===== src/hss_consts.vh =====
/*
 * Constants for the serial command register bank of the quad high side switch.
 * Assumes inclusion by the bank module only; holds definitions and nothing else.
 */
`ifndef HSS_CONSTS_VH
`define HSS_CONSTS_VH

`define HSS_WORD_BITS        16
`define HSS_WDOG_BIT         15
`define HSS_CHAN_HI          14
`define HSS_CHAN_LO          13
`define HSS_RSEL_HI          12
`define HSS_RSEL_LO          10
`define HSS_PAY_HI           8

`define HSS_RSEL_STATUS      3'h0
`define HSS_RSEL_DUTY        3'h1
`define HSS_RSEL_SWITCH      3'h2
`define HSS_RSEL_FAULT       3'h3
`define HSS_RSEL_OCUR        3'h4
`define HSS_RSEL_GLOBAL      3'h5
`define HSS_RSEL_CAL         3'h7

`define HSS_REG_RESET        9'h000
`define HSS_DUTY_FULL        7'h7F
`define HSS_DUTY_ON_BIT      7

`define HSS_FCFG_ON_OPENLOAD_DISABLE    3
`define HSS_FCFG_OFF_OPENLOAD_DISABLE   2
`define HSS_FCFG_LED_SEL     1
`define HSS_FCFG_GAIN        0

`define HSS_GCFG_VDDFAIL_EN  8
`define HSS_GCFG_TEMP_EN     5
`define HSS_GCFG_SENSE_EN    4
`define HSS_GCFG_SENSE_HI    3
`define HSS_GCFG_SENSE_LO    2

`define HSS_CLK_NS           100
`define HSS_LED_PERIOD_NS    1000000
`define HSS_LED_CYCLES       (`HSS_LED_PERIOD_NS / `HSS_CLK_NS)

`endif


===== src/hss_cmd_regs.v =====
/*
 * Serial command receiver, configuration register bank and diagnostic
 * flag latching for a four-channel high side switch.
 * Assumes the serial pins, the analog comparator results and the supply
 * monitors arrive asynchronously; all are synchronised to CORE_CLK, which
 * must run well above the serial clock.
 * The serial clock must stay high and low for at least three CORE_CLK
 * periods each, and CS_N must stay high that long between frames.
 * No status data is returned here; only the read select is stored.
 */
//
// Contract
// - Off channel above off threshold latches off open-load flag after gate off.
// - Status read clears off open-load flag only when condition has gone.
// - Per-channel bit suppresses off-state open-load detection.
// - Per-channel bit selects bulb or LED on-state threshold.
// - Low on-state current sets on flag; output and fault pin untouched.
// - LED mode samples once per period, only fully on with duty 7F.
// - On flag clears after condition gone and a read; bit disables detection.
// - Sense routing set by configuration; current copy off in fail-safe.
// - Normal mode latches temperature prewarning; a status read or a supply clear resets it.
// - Supply clamp cancels protective turn-off and forces all outputs on.
// - Logic supply fail with enable set resets all serial registers.
// - Power loss with good logic supply keeps configuration, reports undervoltage.
// - Both supplies below power-on level clear registers and latched faults.
// - Commands are 16-bit words shifted in most significant bit first.
// - Bits 14:13 channel, 12:10 register, 8:0 payload; bit 9 zero.
// - Frames of multiples of 16 bits accepted; other lengths ignored.
// - Register codes map as listed; global and calibration need channel 00.
// - Channel code selects output 0 to 3 for per-channel registers.
`timescale 1ns/1ps
`include "hss_consts.vh"

module hss_cmd_regs #(
    parameter LED_CYCLES = `HSS_LED_CYCLES
) (
    input  wire       CORE_CLK,
    input  wire       SYS_RST,
    input  wire       SCLK,
    input  wire       CS_N,
    input  wire       SDI,
    input  wire [3:0] OFF_OPENLOAD_COND,
    input  wire [3:0] GATE_OFF,
    input  wire [3:0] ON_BULB_LOW,
    input  wire [3:0] ON_LED_LOW,
    input  wire       OVERTEMP_WARN,
    input  wire       CLAMP_ACTIVE,
    input  wire       LOGIC_SUPPLY_FAIL,
    input  wire       POWER_SUPPLY_LOW,
    input  wire       POR_LOW,
    input  wire       FAIL_SAFE,
    input  wire [3:0] DIRECT_IN,
    input  wire [3:0] PROTECT_OFF,
    output reg  [3:0] HIGH_SIDE_OUTPUT,
    output reg  [3:0] OFF_OPENLOAD_FLAG,
    output reg  [3:0] ON_OPENLOAD_FLAG,
    output reg        OVERTEMP_PREWARNING_FLAG,
    output reg        UNDERVOLTAGE_FLAG,
    output reg        SENSE_OUTPUT_ENABLE,
    output reg        TEMP_SENSE_ENABLE,
    output reg  [1:0] SENSE_CHANNEL_SELECT,
    output reg        SENSE_GAIN_SELECT,
    output reg  [4:0] STATUS_CONTENT_SELECT,
    output reg        WATCHDOG_TOGGLE_BIT,
    output reg        CMD_STROBE,
    output reg  [8:0] GLOBAL_CONFIG,
    output reg  [8:0] OSCILLATOR_CALIBRATION
);

    // Synchronisers: every asynchronous input passes two flip-flops.
    // Bit positions of each input inside the synchroniser word.
    localparam P_PROT  = 0;
    localparam P_DIR   = 4;
    localparam P_FSAFE = 8;
    localparam P_POR   = 9;
    localparam P_PWR   = 10;
    localparam P_LFAIL = 11;
    localparam P_CLAMP = 12;
    localparam P_OTW   = 13;
    localparam P_LED   = 14;
    localparam P_BULB  = 18;
    localparam P_GATE  = 22;
    localparam P_OFF   = 26;
    localparam P_SDI   = 30;
    localparam P_CS    = 31;
    localparam P_SCLK  = 32;
    localparam NSYNC   = 33;
    // CS_N resets to its idle high level, so that the release of reset
    // is never mistaken for the close of a frame.
    localparam [NSYNC-1:0] SYNC_IDLE = 33'h0_8000_0000;
    wire [NSYNC-1:0] async_in = {SCLK, CS_N, SDI, OFF_OPENLOAD_COND, GATE_OFF,
                                 ON_BULB_LOW, ON_LED_LOW, OVERTEMP_WARN, CLAMP_ACTIVE,
                                 LOGIC_SUPPLY_FAIL, POWER_SUPPLY_LOW, POR_LOW,
                                 FAIL_SAFE, DIRECT_IN, PROTECT_OFF};
    reg [NSYNC-1:0] sync1_reg;
    reg [NSYNC-1:0] sync2_reg;

    always @(posedge CORE_CLK) begin
        if (SYS_RST) begin
            sync1_reg <= SYNC_IDLE;
            sync2_reg <= SYNC_IDLE;
        end else begin
            sync1_reg <= async_in;
            sync2_reg <= sync1_reg;
        end
    end

    wire       s_sclk     = sync2_reg[P_SCLK];
    wire       s_cs_n     = sync2_reg[P_CS];
    wire       s_sdi      = sync2_reg[P_SDI];
    wire [3:0] s_offcond  = sync2_reg[P_OFF+3:P_OFF];
    wire [3:0] s_gateoff  = sync2_reg[P_GATE+3:P_GATE];
    wire [3:0] s_bulblow  = sync2_reg[P_BULB+3:P_BULB];
    wire [3:0] s_ledlow   = sync2_reg[P_LED+3:P_LED];
    wire       s_otw      = sync2_reg[P_OTW];
    wire       s_clamp    = sync2_reg[P_CLAMP];
    wire       s_lfail    = sync2_reg[P_LFAIL];
    wire       s_pwrlow   = sync2_reg[P_PWR];
    wire       s_por      = sync2_reg[P_POR];
    wire       s_failsafe = sync2_reg[P_FSAFE];
    wire [3:0] s_direct   = sync2_reg[P_DIR+3:P_DIR];
    wire [3:0] s_protoff  = sync2_reg[P_PROT+3:P_PROT];

    // Serial receiver, sampled on rising serial clock edges.
    reg        sclk_d_reg;
    reg        cs_n_d_reg;
    reg [15:0] shift_reg;
    reg [3:0]  bitcnt_reg;
    reg        first_reg;

    wire sclk_rise = s_sclk & ~sclk_d_reg;
    wire frame_end = s_cs_n & ~cs_n_d_reg;
    // A frame is only latched when its length is a whole number of words.
    wire frame_ok  = frame_end & ~first_reg & (bitcnt_reg == 4'h0);
    // The 4-bit count wraps every 16 rises, so any multiple of 16 ends at zero.
    // A frame with no clock at all also ends at zero; first_reg refuses it.

    always @(posedge CORE_CLK) begin
        if (SYS_RST) begin
            sclk_d_reg <= 1'b0;
            cs_n_d_reg <= 1'b1;
            shift_reg  <= 16'h0000;
            bitcnt_reg <= 4'h0;
            first_reg  <= 1'b1;
        end else begin
            sclk_d_reg <= s_sclk;
            cs_n_d_reg <= s_cs_n;
            if (s_cs_n) begin
                bitcnt_reg <= 4'h0;
                first_reg  <= 1'b1;
            end else if (sclk_rise) begin
                shift_reg  <= {shift_reg[14:0], s_sdi};
                bitcnt_reg <= bitcnt_reg + 4'h1;
                first_reg  <= 1'b0;
            end
        end
    end

    // The last word shifted in is the one addressed to this device.
    // Payload bit 9 is not checked; a frame with it set is taken as if clear.
    wire [1:0] chan = shift_reg[`HSS_CHAN_HI:`HSS_CHAN_LO];
    wire [2:0] rsel = shift_reg[`HSS_RSEL_HI:`HSS_RSEL_LO];
    wire [8:0] pay  = shift_reg[`HSS_PAY_HI:0];

    // Register storage, one 9-bit word per channel.
    // Unused payload bits are stored as sent, so a read-back shows them.
    reg [8:0] duty_reg   [0:3];
    reg [8:0] swcfg_reg  [0:3];
    reg [8:0] fltcfg_reg [0:3];
    reg [8:0] ocur_reg   [0:3];
    reg [4:0] stsel_reg;

    // Supply clears act two cycles after the pin, the synchroniser delay.
    wire vdd_reset = s_lfail & GLOBAL_CONFIG[`HSS_GCFG_VDDFAIL_EN];
    wire reg_clear = s_por | vdd_reset;
    // A status read is any accepted frame with code 000, whatever the channel.
    wire status_rd = frame_ok & (rsel == `HSS_RSEL_STATUS);
    integer i;

    always @(posedge CORE_CLK) begin
        if (SYS_RST || reg_clear) begin
            for (i = 0; i < 4; i = i + 1) begin
                duty_reg[i]   <= `HSS_REG_RESET;
                swcfg_reg[i]  <= `HSS_REG_RESET;
                fltcfg_reg[i] <= `HSS_REG_RESET;
                ocur_reg[i]   <= `HSS_REG_RESET;
            end
            stsel_reg              <= 5'h00;
            GLOBAL_CONFIG          <= `HSS_REG_RESET;
            OSCILLATOR_CALIBRATION <= `HSS_REG_RESET;
            WATCHDOG_TOGGLE_BIT    <= 1'b0;
            CMD_STROBE             <= 1'b0;
        end else begin
            // Power loss alone does not touch the configuration.
            CMD_STROBE <= frame_ok;
            if (frame_ok) begin
                // Only recorded here; judging the toggle is left to the supervisor.
                WATCHDOG_TOGGLE_BIT <= shift_reg[`HSS_WDOG_BIT];
                case (rsel)
                    `HSS_RSEL_STATUS: begin
                        stsel_reg <= pay[4:0];
                    end
                    `HSS_RSEL_DUTY: begin
                        duty_reg[chan] <= pay;
                    end
                    `HSS_RSEL_SWITCH: begin
                        swcfg_reg[chan] <= pay;
                    end
                    `HSS_RSEL_FAULT: begin
                        fltcfg_reg[chan] <= pay;
                    end
                    `HSS_RSEL_OCUR: begin
                        ocur_reg[chan] <= pay;
                    end
                    `HSS_RSEL_GLOBAL: begin
                        if (chan == 2'b00) begin
                            GLOBAL_CONFIG <= pay;
                        end
                    end
                    `HSS_RSEL_CAL: begin
                        if (chan == 2'b00) begin
                            OSCILLATOR_CALIBRATION <= pay;
                        end
                    end
                    default: ;
                endcase
            end
        end
    end

    // LED sampling timer; counts free and fires once per period.
    // One shared timer saves area; a channel that turns fully on mid-period
    // therefore waits between one and two periods for its first sample.
    reg [31:0] led_cnt_reg;
    wire       led_tick = (led_cnt_reg == LED_CYCLES - 1);

    always @(posedge CORE_CLK) begin
        if (SYS_RST) begin
            led_cnt_reg <= 32'h0000_0000;
        end else if (led_tick) begin
            led_cnt_reg <= 32'h0000_0000;
        end else begin
            led_cnt_reg <= led_cnt_reg + 32'h0000_0001;
        end
    end

    // Next value of a sticky flag word: the set wins over a clear, and a
    // status read clears only those bits whose cause has gone away.
    function [3:0] sticky_next;
        input [3:0] flags;
        input [3:0] set;
        input [3:0] cause;
        input       rd;
        begin
            sticky_next = set | (flags & ~({4{rd}} & ~cause));
        end
    endfunction

    // Diagnostics per channel. The comparator inputs are levels; the flags
    // are sticky, and only supply clears and status reads take them down.
    // A channel counts as commanded on from its on bit or its direct input.
    reg [3:0] on_cmd;
    reg [3:0] on_seen_reg;
    reg [3:0] off_set;
    reg [3:0] on_set;
    reg [3:0] full_on;
    integer c;
    integer k;

    always @* begin
        for (c = 0; c < 4; c = c + 1) begin
            on_cmd[c]  = duty_reg[c][`HSS_DUTY_ON_BIT] | s_direct[c];
            full_on[c] = on_cmd[c] & (duty_reg[c][6:0] == `HSS_DUTY_FULL);
            off_set[c] = ~on_cmd[c] & s_offcond[c] & s_gateoff[c]
                         & ~fltcfg_reg[c][`HSS_FCFG_OFF_OPENLOAD_DISABLE];
            if (fltcfg_reg[c][`HSS_FCFG_ON_OPENLOAD_DISABLE]) begin
                on_set[c] = 1'b0;
            end else if (fltcfg_reg[c][`HSS_FCFG_LED_SEL]) begin
                // Needs a full period on before a sample can count.
                on_set[c] = led_tick & full_on[c] & on_seen_reg[c] & s_ledlow[c];
            end else begin
                on_set[c] = on_cmd[c] & s_bulblow[c];
            end
        end
    end

    always @(posedge CORE_CLK) begin
        if (SYS_RST || s_por || vdd_reset) begin
            OFF_OPENLOAD_FLAG        <= 4'h0;
            ON_OPENLOAD_FLAG         <= 4'h0;
            OVERTEMP_PREWARNING_FLAG <= 1'b0;
            UNDERVOLTAGE_FLAG        <= 1'b0;
            on_seen_reg              <= 4'h0;
        end else begin
            // on_seen_reg remembers that a tick has already occurred while fully on.
            for (k = 0; k < 4; k = k + 1) begin
                if (!full_on[k]) begin
                    on_seen_reg[k] <= 1'b0;
                end else if (led_tick) begin
                    on_seen_reg[k] <= 1'b1;
                end
            end
            OFF_OPENLOAD_FLAG <= sticky_next(OFF_OPENLOAD_FLAG, off_set,
                                             s_offcond, status_rd);
            ON_OPENLOAD_FLAG  <= sticky_next(ON_OPENLOAD_FLAG, on_set,
                                             s_bulblow | s_ledlow, status_rd);
            OVERTEMP_PREWARNING_FLAG <= (s_otw & ~s_failsafe) |
                                        (OVERTEMP_PREWARNING_FLAG & ~status_rd);
            UNDERVOLTAGE_FLAG <= s_pwrlow | (UNDERVOLTAGE_FLAG & ~status_rd);
        end
    end

    // Outputs and sense routing. On-open-load never affects the outputs.
    always @(posedge CORE_CLK) begin
        if (SYS_RST) begin
            HIGH_SIDE_OUTPUT      <= 4'h0;
            SENSE_OUTPUT_ENABLE   <= 1'b0;
            TEMP_SENSE_ENABLE     <= 1'b0;
            SENSE_CHANNEL_SELECT  <= 2'b00;
            SENSE_GAIN_SELECT     <= 1'b0;
            STATUS_CONTENT_SELECT <= 5'h00;
        end else begin
            // The clamp overrides protective turn-off so the line can demagnetise.
            if (s_clamp) begin
                HIGH_SIDE_OUTPUT <= 4'hF;
            end else begin
                HIGH_SIDE_OUTPUT <= on_cmd & ~s_protoff;
            end
            SENSE_OUTPUT_ENABLE  <= GLOBAL_CONFIG[`HSS_GCFG_SENSE_EN] & ~s_failsafe;
            TEMP_SENSE_ENABLE    <= GLOBAL_CONFIG[`HSS_GCFG_TEMP_EN];
            SENSE_CHANNEL_SELECT <= GLOBAL_CONFIG[`HSS_GCFG_SENSE_HI:`HSS_GCFG_SENSE_LO];
            SENSE_GAIN_SELECT    <= fltcfg_reg[GLOBAL_CONFIG[`HSS_GCFG_SENSE_HI:
                                    `HSS_GCFG_SENSE_LO]][`HSS_FCFG_GAIN];
            STATUS_CONTENT_SELECT <= stsel_reg;
        end
    end

endmodule


===== config.mk =====
export PLATFORM = sky130hd
export DESIGN_NAME = hss_cmd_regs
export DESIGN_NICKNAME = d
export VERILOG_FILES = /design/src/hss_cmd_regs.v
export VERILOG_INCLUDE_DIRS = /design/src
export SDC_FILE = /design/constraint.sdc
export NUM_CORES = 1
export LEC_CHECK = 0
export BUFFER_PORTS_ARGS = -buffer_cell sky130_fd_sc_hd__clkbuf_2
export CORE_ASPECT_RATIO = 2
export CORE_MARGIN = 4
export CORE_UTILIZATION = 52
export CTS_CLUSTER_DIAMETER = 80
export DETAILED_ROUTE_END_ITERATION = 8
export HOLD_SLACK_MARGIN = 0.03
export PLACE_DENSITY = 0.79
export SYNTH_ARGS = -nofsm -noshare
export SYNTH_HDL_FRONTEND = slang
export SYNTH_SLANG_ARGS = --single-unit

===== constraint.sdc =====
create_clock -name CORE_CLK -period 2.55 [get_ports CORE_CLK]
set_input_delay 0.1275 -clock CORE_CLK [delete_from_list [all_inputs] [get_ports CORE_CLK]]
set_output_delay 0.1275 -clock CORE_CLK [all_outputs]
set_load 0.01 [all_outputs]

Yosys cells after proc, flatten, opt, wreduce, memory -nomap -nowiden
Memories as Yosys holds them, arrays and structs flattened. A register that Yosys moved wholly into a read port is not among the register bits.
Index checks and enable logic that the tools add are counted.
W data, S select, Z words.
{"block": "word_totals", "regBits": 173, "ramBits": 72, "in_bits": 35, "out_inout_bits": 44, "word_cells": 162, "mem_count": 2}
{"memory": "duty_reg", "words": 4, "word_bits": 9, "rd": 4, "rd_clocked_by_memory_dff": 0, "write_ports": 4, "line": "hss_cmd_regs.v:167", "source": "reg [8:0] duty_reg [0:3];"}
{"memory": "fltcfg_reg", "words": 4, "word_bits": 9, "rd": 5, "rd_clocked_by_memory_dff": 1, "write_ports": 4, "line": "hss_cmd_regs.v:169", "source": "reg [8:0] fltcfg_reg [0:3];"}
{"block": "op_classes", "add_sub_neg": 2, "eq_ne": 9, "n_mux": 25, "n_bitwise": 80, "n_reduce_logical": 18}
{"operator": "$and A1 B1 Y1", "n": 42}
{"operator": "$add A32 B1 Y32 const B", "n": 1}
{"operator": "$eq A32 B14 Y1 const B", "n": 1}
{"operator": "$eq A7 B7 Y1 const B", "n": 4}
{"operator": "$and A4 B4 Y4", "n": 5}
{"operator": "$mux W1", "n": 20}
{"operator": "$not A4 Y4", "n": 5}
{"operator": "$mux W9", "n": 2}
{"operator": "$not A1 Y1", "n": 18}
{"operator": "$reduce_or A9 Y1", "n": 2}
{"operator": "$or A4 B4 Y4", "n": 3}
{"operator": "$reduce_or A2 Y1", "n": 6}
{"operator": "$or A1 B1 Y1", "n": 7}
{"operator": "$eq A3 B3 Y1 const B", "n": 2}
{"operator": "$reduce_and A3 Y1", "n": 2}
{"operator": "$add A4 B1 Y4 const B", "n": 1}
{"operator": "$logic_not A4 Y1", "n": 1}
{"operator": "$mux W2", "n": 2}
{"operator": "$mux W4", "n": 1}
{"operator": "$reduce_and A2 Y1", "n": 2}
{"operator": "$eq A3 B1 Y1 const B", "n": 1}
{"operator": "$eq A3 B2 Y1 const B", "n": 1}
{"operator": "$logic_not A3 Y1", "n": 1}
{"operator": "$logic_or A1 B1 Y1", "n": 3}
{"operator": "$logic_not A2 Y1", "n": 1}

Depth between registers and ports, before layout
Gate-level depths: netlist (run 1).
{"block": "logic_depth", "word_depth": 9, "depth_mapped": 9, "depth_no_buf": 7}

Worst setup path before layout (run 1)
OpenSTA, ideal clock, no wires.
{"block": "synth_timing", "path_kind": "register to register", "startpoint": "register bitcnt_reg[0]", "endpoint": "memory duty_reg[0][0], enable pin", "setup_ps": 384, "arrival_time_ps": 2135, "required_time_ps": 2166, "path_slack_ps": 31, "stages_incl_launch_ff": 7, "n_path_buf": 0, "period_less_slack_ps": 2519, "path_cell_list": "dfxtp_1 -> inv_1 -> ha_1 -> and4bb_1 -> nand2_2 -> or4b_2 -> o21ai_0"}
{"element": "start: declaration", "line": "hss_cmd_regs.v:128", "source": "reg [3:0] bitcnt_reg;"}
{"element": "start signal: assignment", "line": "hss_cmd_regs.v:153", "source": "bitcnt_reg <= bitcnt_reg + 4'h1;"}
{"element": "end: declaration", "line": "hss_cmd_regs.v:167"}

==> results of run 1 <==
routing by layer:
metal / routed length, um / GRT usage (%) / vias up
met3: 621 / 2.89 / 50
met1: 5980 / 20.5 / 2596
li1: - / - / 2750
met2: 9290 / 38.4 / 120
met4: 731 / 9.31 / 0
met5: 0 / 0 / -
critical path, cell delays in order (launching register included):
cell and delay [ns]:
dfxtp_1 0.34, inv_1 0.07, ha_1 0.13, and4bb_1 0.23
nand2_2 0.12, or4b_2 0.69, o21ai_0 0.21, buf_4 0.19
final cells by class:
cell class                 count  area [sq um]  area share [%]
sequential                   222          4920            51.7
multi-input combinational    472          2810            29.4
inverter                       9          33.8           0.354
clock buffer                  29           564            5.92
timing repair buffer         135           923            9.69
tap                          195           244            2.56
clock inverter                 5          36.3           0.381
logic make-up (layout without fill, tap and decap cells):
| kind of cell | Yosys count | in the layout | share of synthesized area [%] |
|---|---|---|---|
| xor gates and xnor gates | 32 | 32 | 3.53 |
| and+or+nand+nor | 364 | 364 | 24.2 |
| buffers and inverters | 46 | 178 | 2.65 |
| adders and majority gates | 3 | 3 | 0.473 |
| muxes | 25 | 25 | 3.31 |
| AOI/OAI and AO/OA | 48 | 48 | 3.77 |
| DFF | 222 | 222 | 62.1 |
placed cells by master, fill, tap and decap left out, types with 20 or more instances in the layout:
cell type      instances
nor2_1               105
nor2b_1               79
nand2_1               56
xor2_1                26
clkbuf_16             20
mux2i_1               24
nand4_1               21
clkbuf_2              77
and3_1                28
dfxtp_1              174
nand3_1               20
a21oi_1               24
edfxtp_1              48
dlygate4sd3_1         36
buf_4                 21
power breakdown:
part / switching (mW) / internal [mW] / total (mW)
Sequential: 0.0341 / 3.68 / 3.71
Clock: 1.22 / 1.55 / 2.77
Combinational: 0.126 / 0.119 / 0.244
path summary, 6_finish.rpt:
path,end,cells after the start
max,duty_reg[2][4]$_SDFFCE_PN0P_,7
min,sync1_reg[31]$_SDFF_PP1_,3
max reg2reg,duty_reg[2][4]$_SDFFCE_PN0P_,7
min reg2reg,sync2_reg[31]$_SDFF_PP1_,1
timing repair:
item	in CTS	in global routing
resized for setup	0	0
setup buffers	0	0
hold buffers	36	0
hold endpoints to repair	36	0
stage by stage:
step,utilization (%),setup WS [ns],std cells
2_1_floorplan,-,0.0308,740
3_3_place_gp,57.5,0.315,997
3_5_place_dp,57.5,0.298,997
4_1_cts,64.0,0.280,1067
5_1_grt,64.0,0.0871,1067
6_report,64.0,0.285,1067
==> impl_results.md, run 1 <==
* Post-synth top cells: 174 x dfxtp_1, 105 x nor2_1, 79 x nor2b_1
* Synth unique cells at 46
* Core ar. at 14,900 sq um
* Starting density of the core at a little over half
* Layout cells sized above 1 at 16.2%
* R2R setup slack at 0.29 ns
* Total track usage at 20.1%
* Die Footprint at 17,400 sq um
* PwrDens at 706 nW/um^2
* Max Clock Freq at 442 MHz
* Rel. slew slack at 53.8%
* Die Y at 183 um
* Synthesized area at 7940 sq um
* Fillers at 1,175
* Skew-Pair Late Insertion Delay at 0.50 ns
* ANT nets after route at 0
* DP Wirelength at 11.5 mm
* Dominant cell by count in the synthesized netlist: dfxtp_1
* Reg-to-reg startpoint: bitcnt_reg[0]$_SDFFE_PP0P_
* RSZ-0062 raised after global routing: no
* Syn nets at 778
* EDFF count, synth at 48
* TritonCTS clock tree: done
* Post-Route WL at 16.6 mm
* Largest area contributor in the netlist: dfxtp_1
* Max_cap viols at 0
* Critical path arrival at 2.46 ns
* Layout Nets at 897
* Setup TNS at 0 ns
* Hold Slack at ~0.37 ns
* N_diodes at 0
* DP Area at 8570 sq um
* Setup CP Type: reg -> reg
* Die Wd at 95.4 um
* Hold Violations, Final at 0
* # setup viols final at 0
* Worst slew pin tran at 0.691 ns
* Syn Inst Count at 740
* Critical Path Sink Type: register
* Top FF cell, synth: dfxtp_1
* Status: completed
* Root buffer cell: clkbuf_16
* Clk sinks at 222
* Avg Inst Size Synth at between 10 and 15 sq um
* Initial antenna violation count at 0
* Worst clock skew at around 0.021 ns
* Top post-synthesis cells by area: dfxtp_1 44%, edfxtp_1 18%, nor2b_1 6.2%, nor2_1 5.0%, mux2i_1 3.0%
* Peak VDD IR at 611 uV
* Pwr Total at roughly 6.7 mW
* Row cnt at between 60 and 70
* Yosys top cell area share at 43.9%
* Hold crit path type: in -> reg
* Ports at 79
* Area grow syn2layout at 20.1%
* Final Cycle Share at 88.8%
* DR pass1 iterations at 4
* Fraction of registers with async set or reset after synthesis at 0%
* Design Area, Final at around 9500 sq um
* Min-Delay Startpoint: CS_N
* CP required at 2.75 ns
* Critical Path Fanout Max at 8
* Fin. max-slew vios at 0
* Flops & latches, synth at 222
* Pleak at ~3.8 nW
* # H-tree levels at 1
* Vias in the first global route at 5,769
* Routed wire length per instance at 15.6 um
* Global-route wire length before repair at 27.5 mm
* Clk slew on worst S/H paths at 0.07 ns
* GP Congestion at between 0.8 and 0.9
* Vias post-DR at 5,516
* Total grt overflow at 0
* YS warnings at 0
* Post-synthesis sequential area ratio at approximately 62%
* Iteration-0 DRC Markers at 211
* DRC viols at 0
* Crit path from: bitcnt_reg[0]$_SDFFE_PP0P_
* Clk buf depth at 3
* Period minus WS final at 2.26 ns
* Largest net degree at the start of global routing at 50
* Via density at 5.17
* Startpoint types: register
* TritonCTS Buffers at 19
* Port Buffers at 78
(Power assumes the default switching activity.)
==> run 2, diff against run 1 <==
Settings changed: REMOVE_ABC_BUFFERS set to 1, SLEW_MARGIN set to 20.
==> run 2 against run 1 <==
Setup slack got worse by 0.023 ns. Final cell count increased by 0.19%. Largest cell class unchanged. Combinational power increased by 2%. Sequential power is essentially flat. Utilization is 0.60 points higher. Clock skew down 0.0039 ns. Non-clock buffer count grew 3. Largest power group unchanged.
==> impl_results.md, run 2 (synthesis gave the netlist of run 1 again) <==
* Global-route wire length before repair at 28.0 mm (+2.0%)
* R2R cell count at 7 (unchanged)
* Routed wire length per instance at 15.8 um (+1.6%)
* DR pass1 iterations at 5 (+1)
* Sw Ratio at 20.3% (-0.23 points)
* Vias in the first global route at 5,796 (+0.47%)
* Critical Path Sink Type: register
* Iteration-0 DRC Markers at 249 (+18%)
* Vias post-DR at 5,577 (+1.1%)
* N_diodes at 0 (unchanged)
* Largest net degree at the start of global routing at 57 (+14%)
* Hold crit path type: in -> reg
* Fin. max-slew vios at 0 (unchanged)
* Postcts setup bufs at 0 (unchanged)
* Max_cap viols at 0 (unchanged)
* CP required at 2.74 ns (about the same)
* PwrDens at 721 nW/um^2 (+2.2%)
* Critical Path Fanout Max at 8 (unchanged)
* Hold depth at 3 (unchanged)
* Pwr Total at 6.94 mW (+3.1%)
* Max Clock Freq at 437 MHz (-1.0%)
* Clk slew on worst S/H paths at 0.06 ns (about the same)
* Combinational Power Share at 3.6% (about the same)
* DP Wirelength at 11.6 mm (+0.57%)
* Layout Nets at 900 (+0.33%)
* Ports at 79 (unchanged)
* Post-Route WL at 16.9 mm (+1.7%)
* Die Y at 183 um (unchanged)
* Setup CP Type: reg -> reg
* Root buffer cell: clkbuf_16
* Peak VDD IR at 526 uV (-14%)
* TritonCTS clock tree: done
* Skew-Pair Late Insertion Delay at 0.49 ns (about the same)
* TritonCTS Buffers at 19 (unchanged)
* Die Wd at 95.4 um (unchanged)
* # setup viols final at 0 (unchanged)
* Rel. slew slack at 53.0% (-0.78 points)
* Row cnt at 63 (unchanged)
* ANT nets after route at 0 (unchanged)
* Post-CTS Hold Fix Bufs at 40 (+11%)
* Critical path arrival at 2.48 ns (+0.02 ns)
* Commonest non-fill, non-tap cell in the layout: dfxtp_1
* Area grow syn2layout at 21.3%
* Clock share of power at 42.8% (+1.6 points)
* Worst slew pin tran at 0.697 ns (+0.00689 ns)
* Total track usage at 20.2% (+0.17 points)
* Total grt overflow at 0 (unchanged)
* GP Congestion at 0.833 (-4.3%)
* Fillers at 1,146 (-2.5%)
* Port Buffers at 78 (unchanged)
* Clk buf depth at 3 (unchanged)
* Starting density of the core at 53.3% (unchanged)
* Layout cells sized above 1 at 16.6% (+0.42 points)
* Die Footprint at 17,400 sq um (unchanged)
* Post-CTS Resized at 0 (unchanged)
* Hold Violations, Final at 0 (unchanged)
* DRC viols at 0 (unchanged)
* Pleak at 3.82 nW (+0.92%)
* Worst clock skew at 0.0172 ns (-0.00393 ns)
* RSZ-0062 raised after global routing: no
* Startpoint types: register
* Status: completed
* Final core utilization at 64.6% (+0.60 points)
* Core ar. at 14,900 sq um (unchanged)
* Via density at 5.22 (+0.92%)
* Final Cycle Share at 89.7% (+0.92 points)
* # H-tree levels at 1 (unchanged)
* Sequential power share at 53.6% (-1.6 points)
* Initial antenna violation count at 0 (unchanged)
* Clk sinks at 222 (unchanged)
* Internal at 5.53 mW (+3.4%)
* Sw Pwr at 1.41 mW (+2.0%)
* Most frequent cells in the layout: 174 x dfxtp_1, 105 x nor2_1, 79 x nor2b_1, 77 x clkbuf_2, 56 x nand2_1
* Period minus WS final at 2.29 ns (+0.0234 ns)
==> run 2: worst paths after layout <==
path | start | to | slack, ns
min reg2reg | sync1_reg[31]$_SDFF_PP1_ | sync2_reg[31]$_SDFF_PP1_ | 0.41
min | CS_N | sync1_reg[31]$_SDFF_PP1_ | 0.37
max | bitcnt_reg[0]$_SDFFE_PP0P_ | duty_reg[0][0]$_SDFFCE_PN0P_ | 0.26
max reg2reg | bitcnt_reg[0]$_SDFFE_PP0P_ | duty_reg[0][0]$_SDFFCE_PN0P_ | 0.26
==> run 2: through the flow <==
stage               worst slack [ns]  hold slack [ns]  setup TNS [ns]  std cells  area [sq um]
finish                         0.262            0.374               0       1069          9620
global route                  0.0757            0.393               0       1069          9620
CTS                            0.247            0.352               0       1069          9620
detailed placement             0.263            0.313               0        996          8570
global placement               0.314            0.312               0        996          8570
floorplan                     -0.236            0.197           -2.12        703          7760
==> run 2: power groups by stage <==
stage	logic, mW	clock network [mW]	registers, mW
floorplan	0.0925	0	3.79
CTS	0.254	3.04	3.72
global route	0.278	3.17	3.72
finish	0.250	2.97	3.72
global placement	0.197	0	3.79
detailed placement	0.203	0	3.79
==> run 2: area by class of cell <==
| class | instances | area, sq um | area share [%] |
|---|---|---|---|
| flip-flops and latches | 222 | 4920 | 51.2 |
| clock inverters | 10 | 110 | 1.14 |
| repair buffers | 138 | 956 | 9.93 |
| multi-input cells | 472 | 2810 | 29.2 |
| inverters | 9 | 33.8 | 0.351 |
| well taps | 195 | 244 | 2.54 |
| clock buffers | 23 | 542 | 5.63 |
==> run 2: layer usage <==
metal	vias up	global-route usage, %	wire [um]
li1	2746	-	-
met5	-	0	0
met3	52	2.72	738
met4	0	8.85	729
met2	153	38.9	9560
met1	2626	20.9	5890
==> run 2: critical path: stages, from the launching register on <==
cell and delay [ns]:
dfxtp_1 0.34, inv_1 0.07, ha_1 0.13, and4bb_1 0.23, nand2_2 0.13, or4b_2 0.69, o21ai_0 0.21, buf_4 0.20
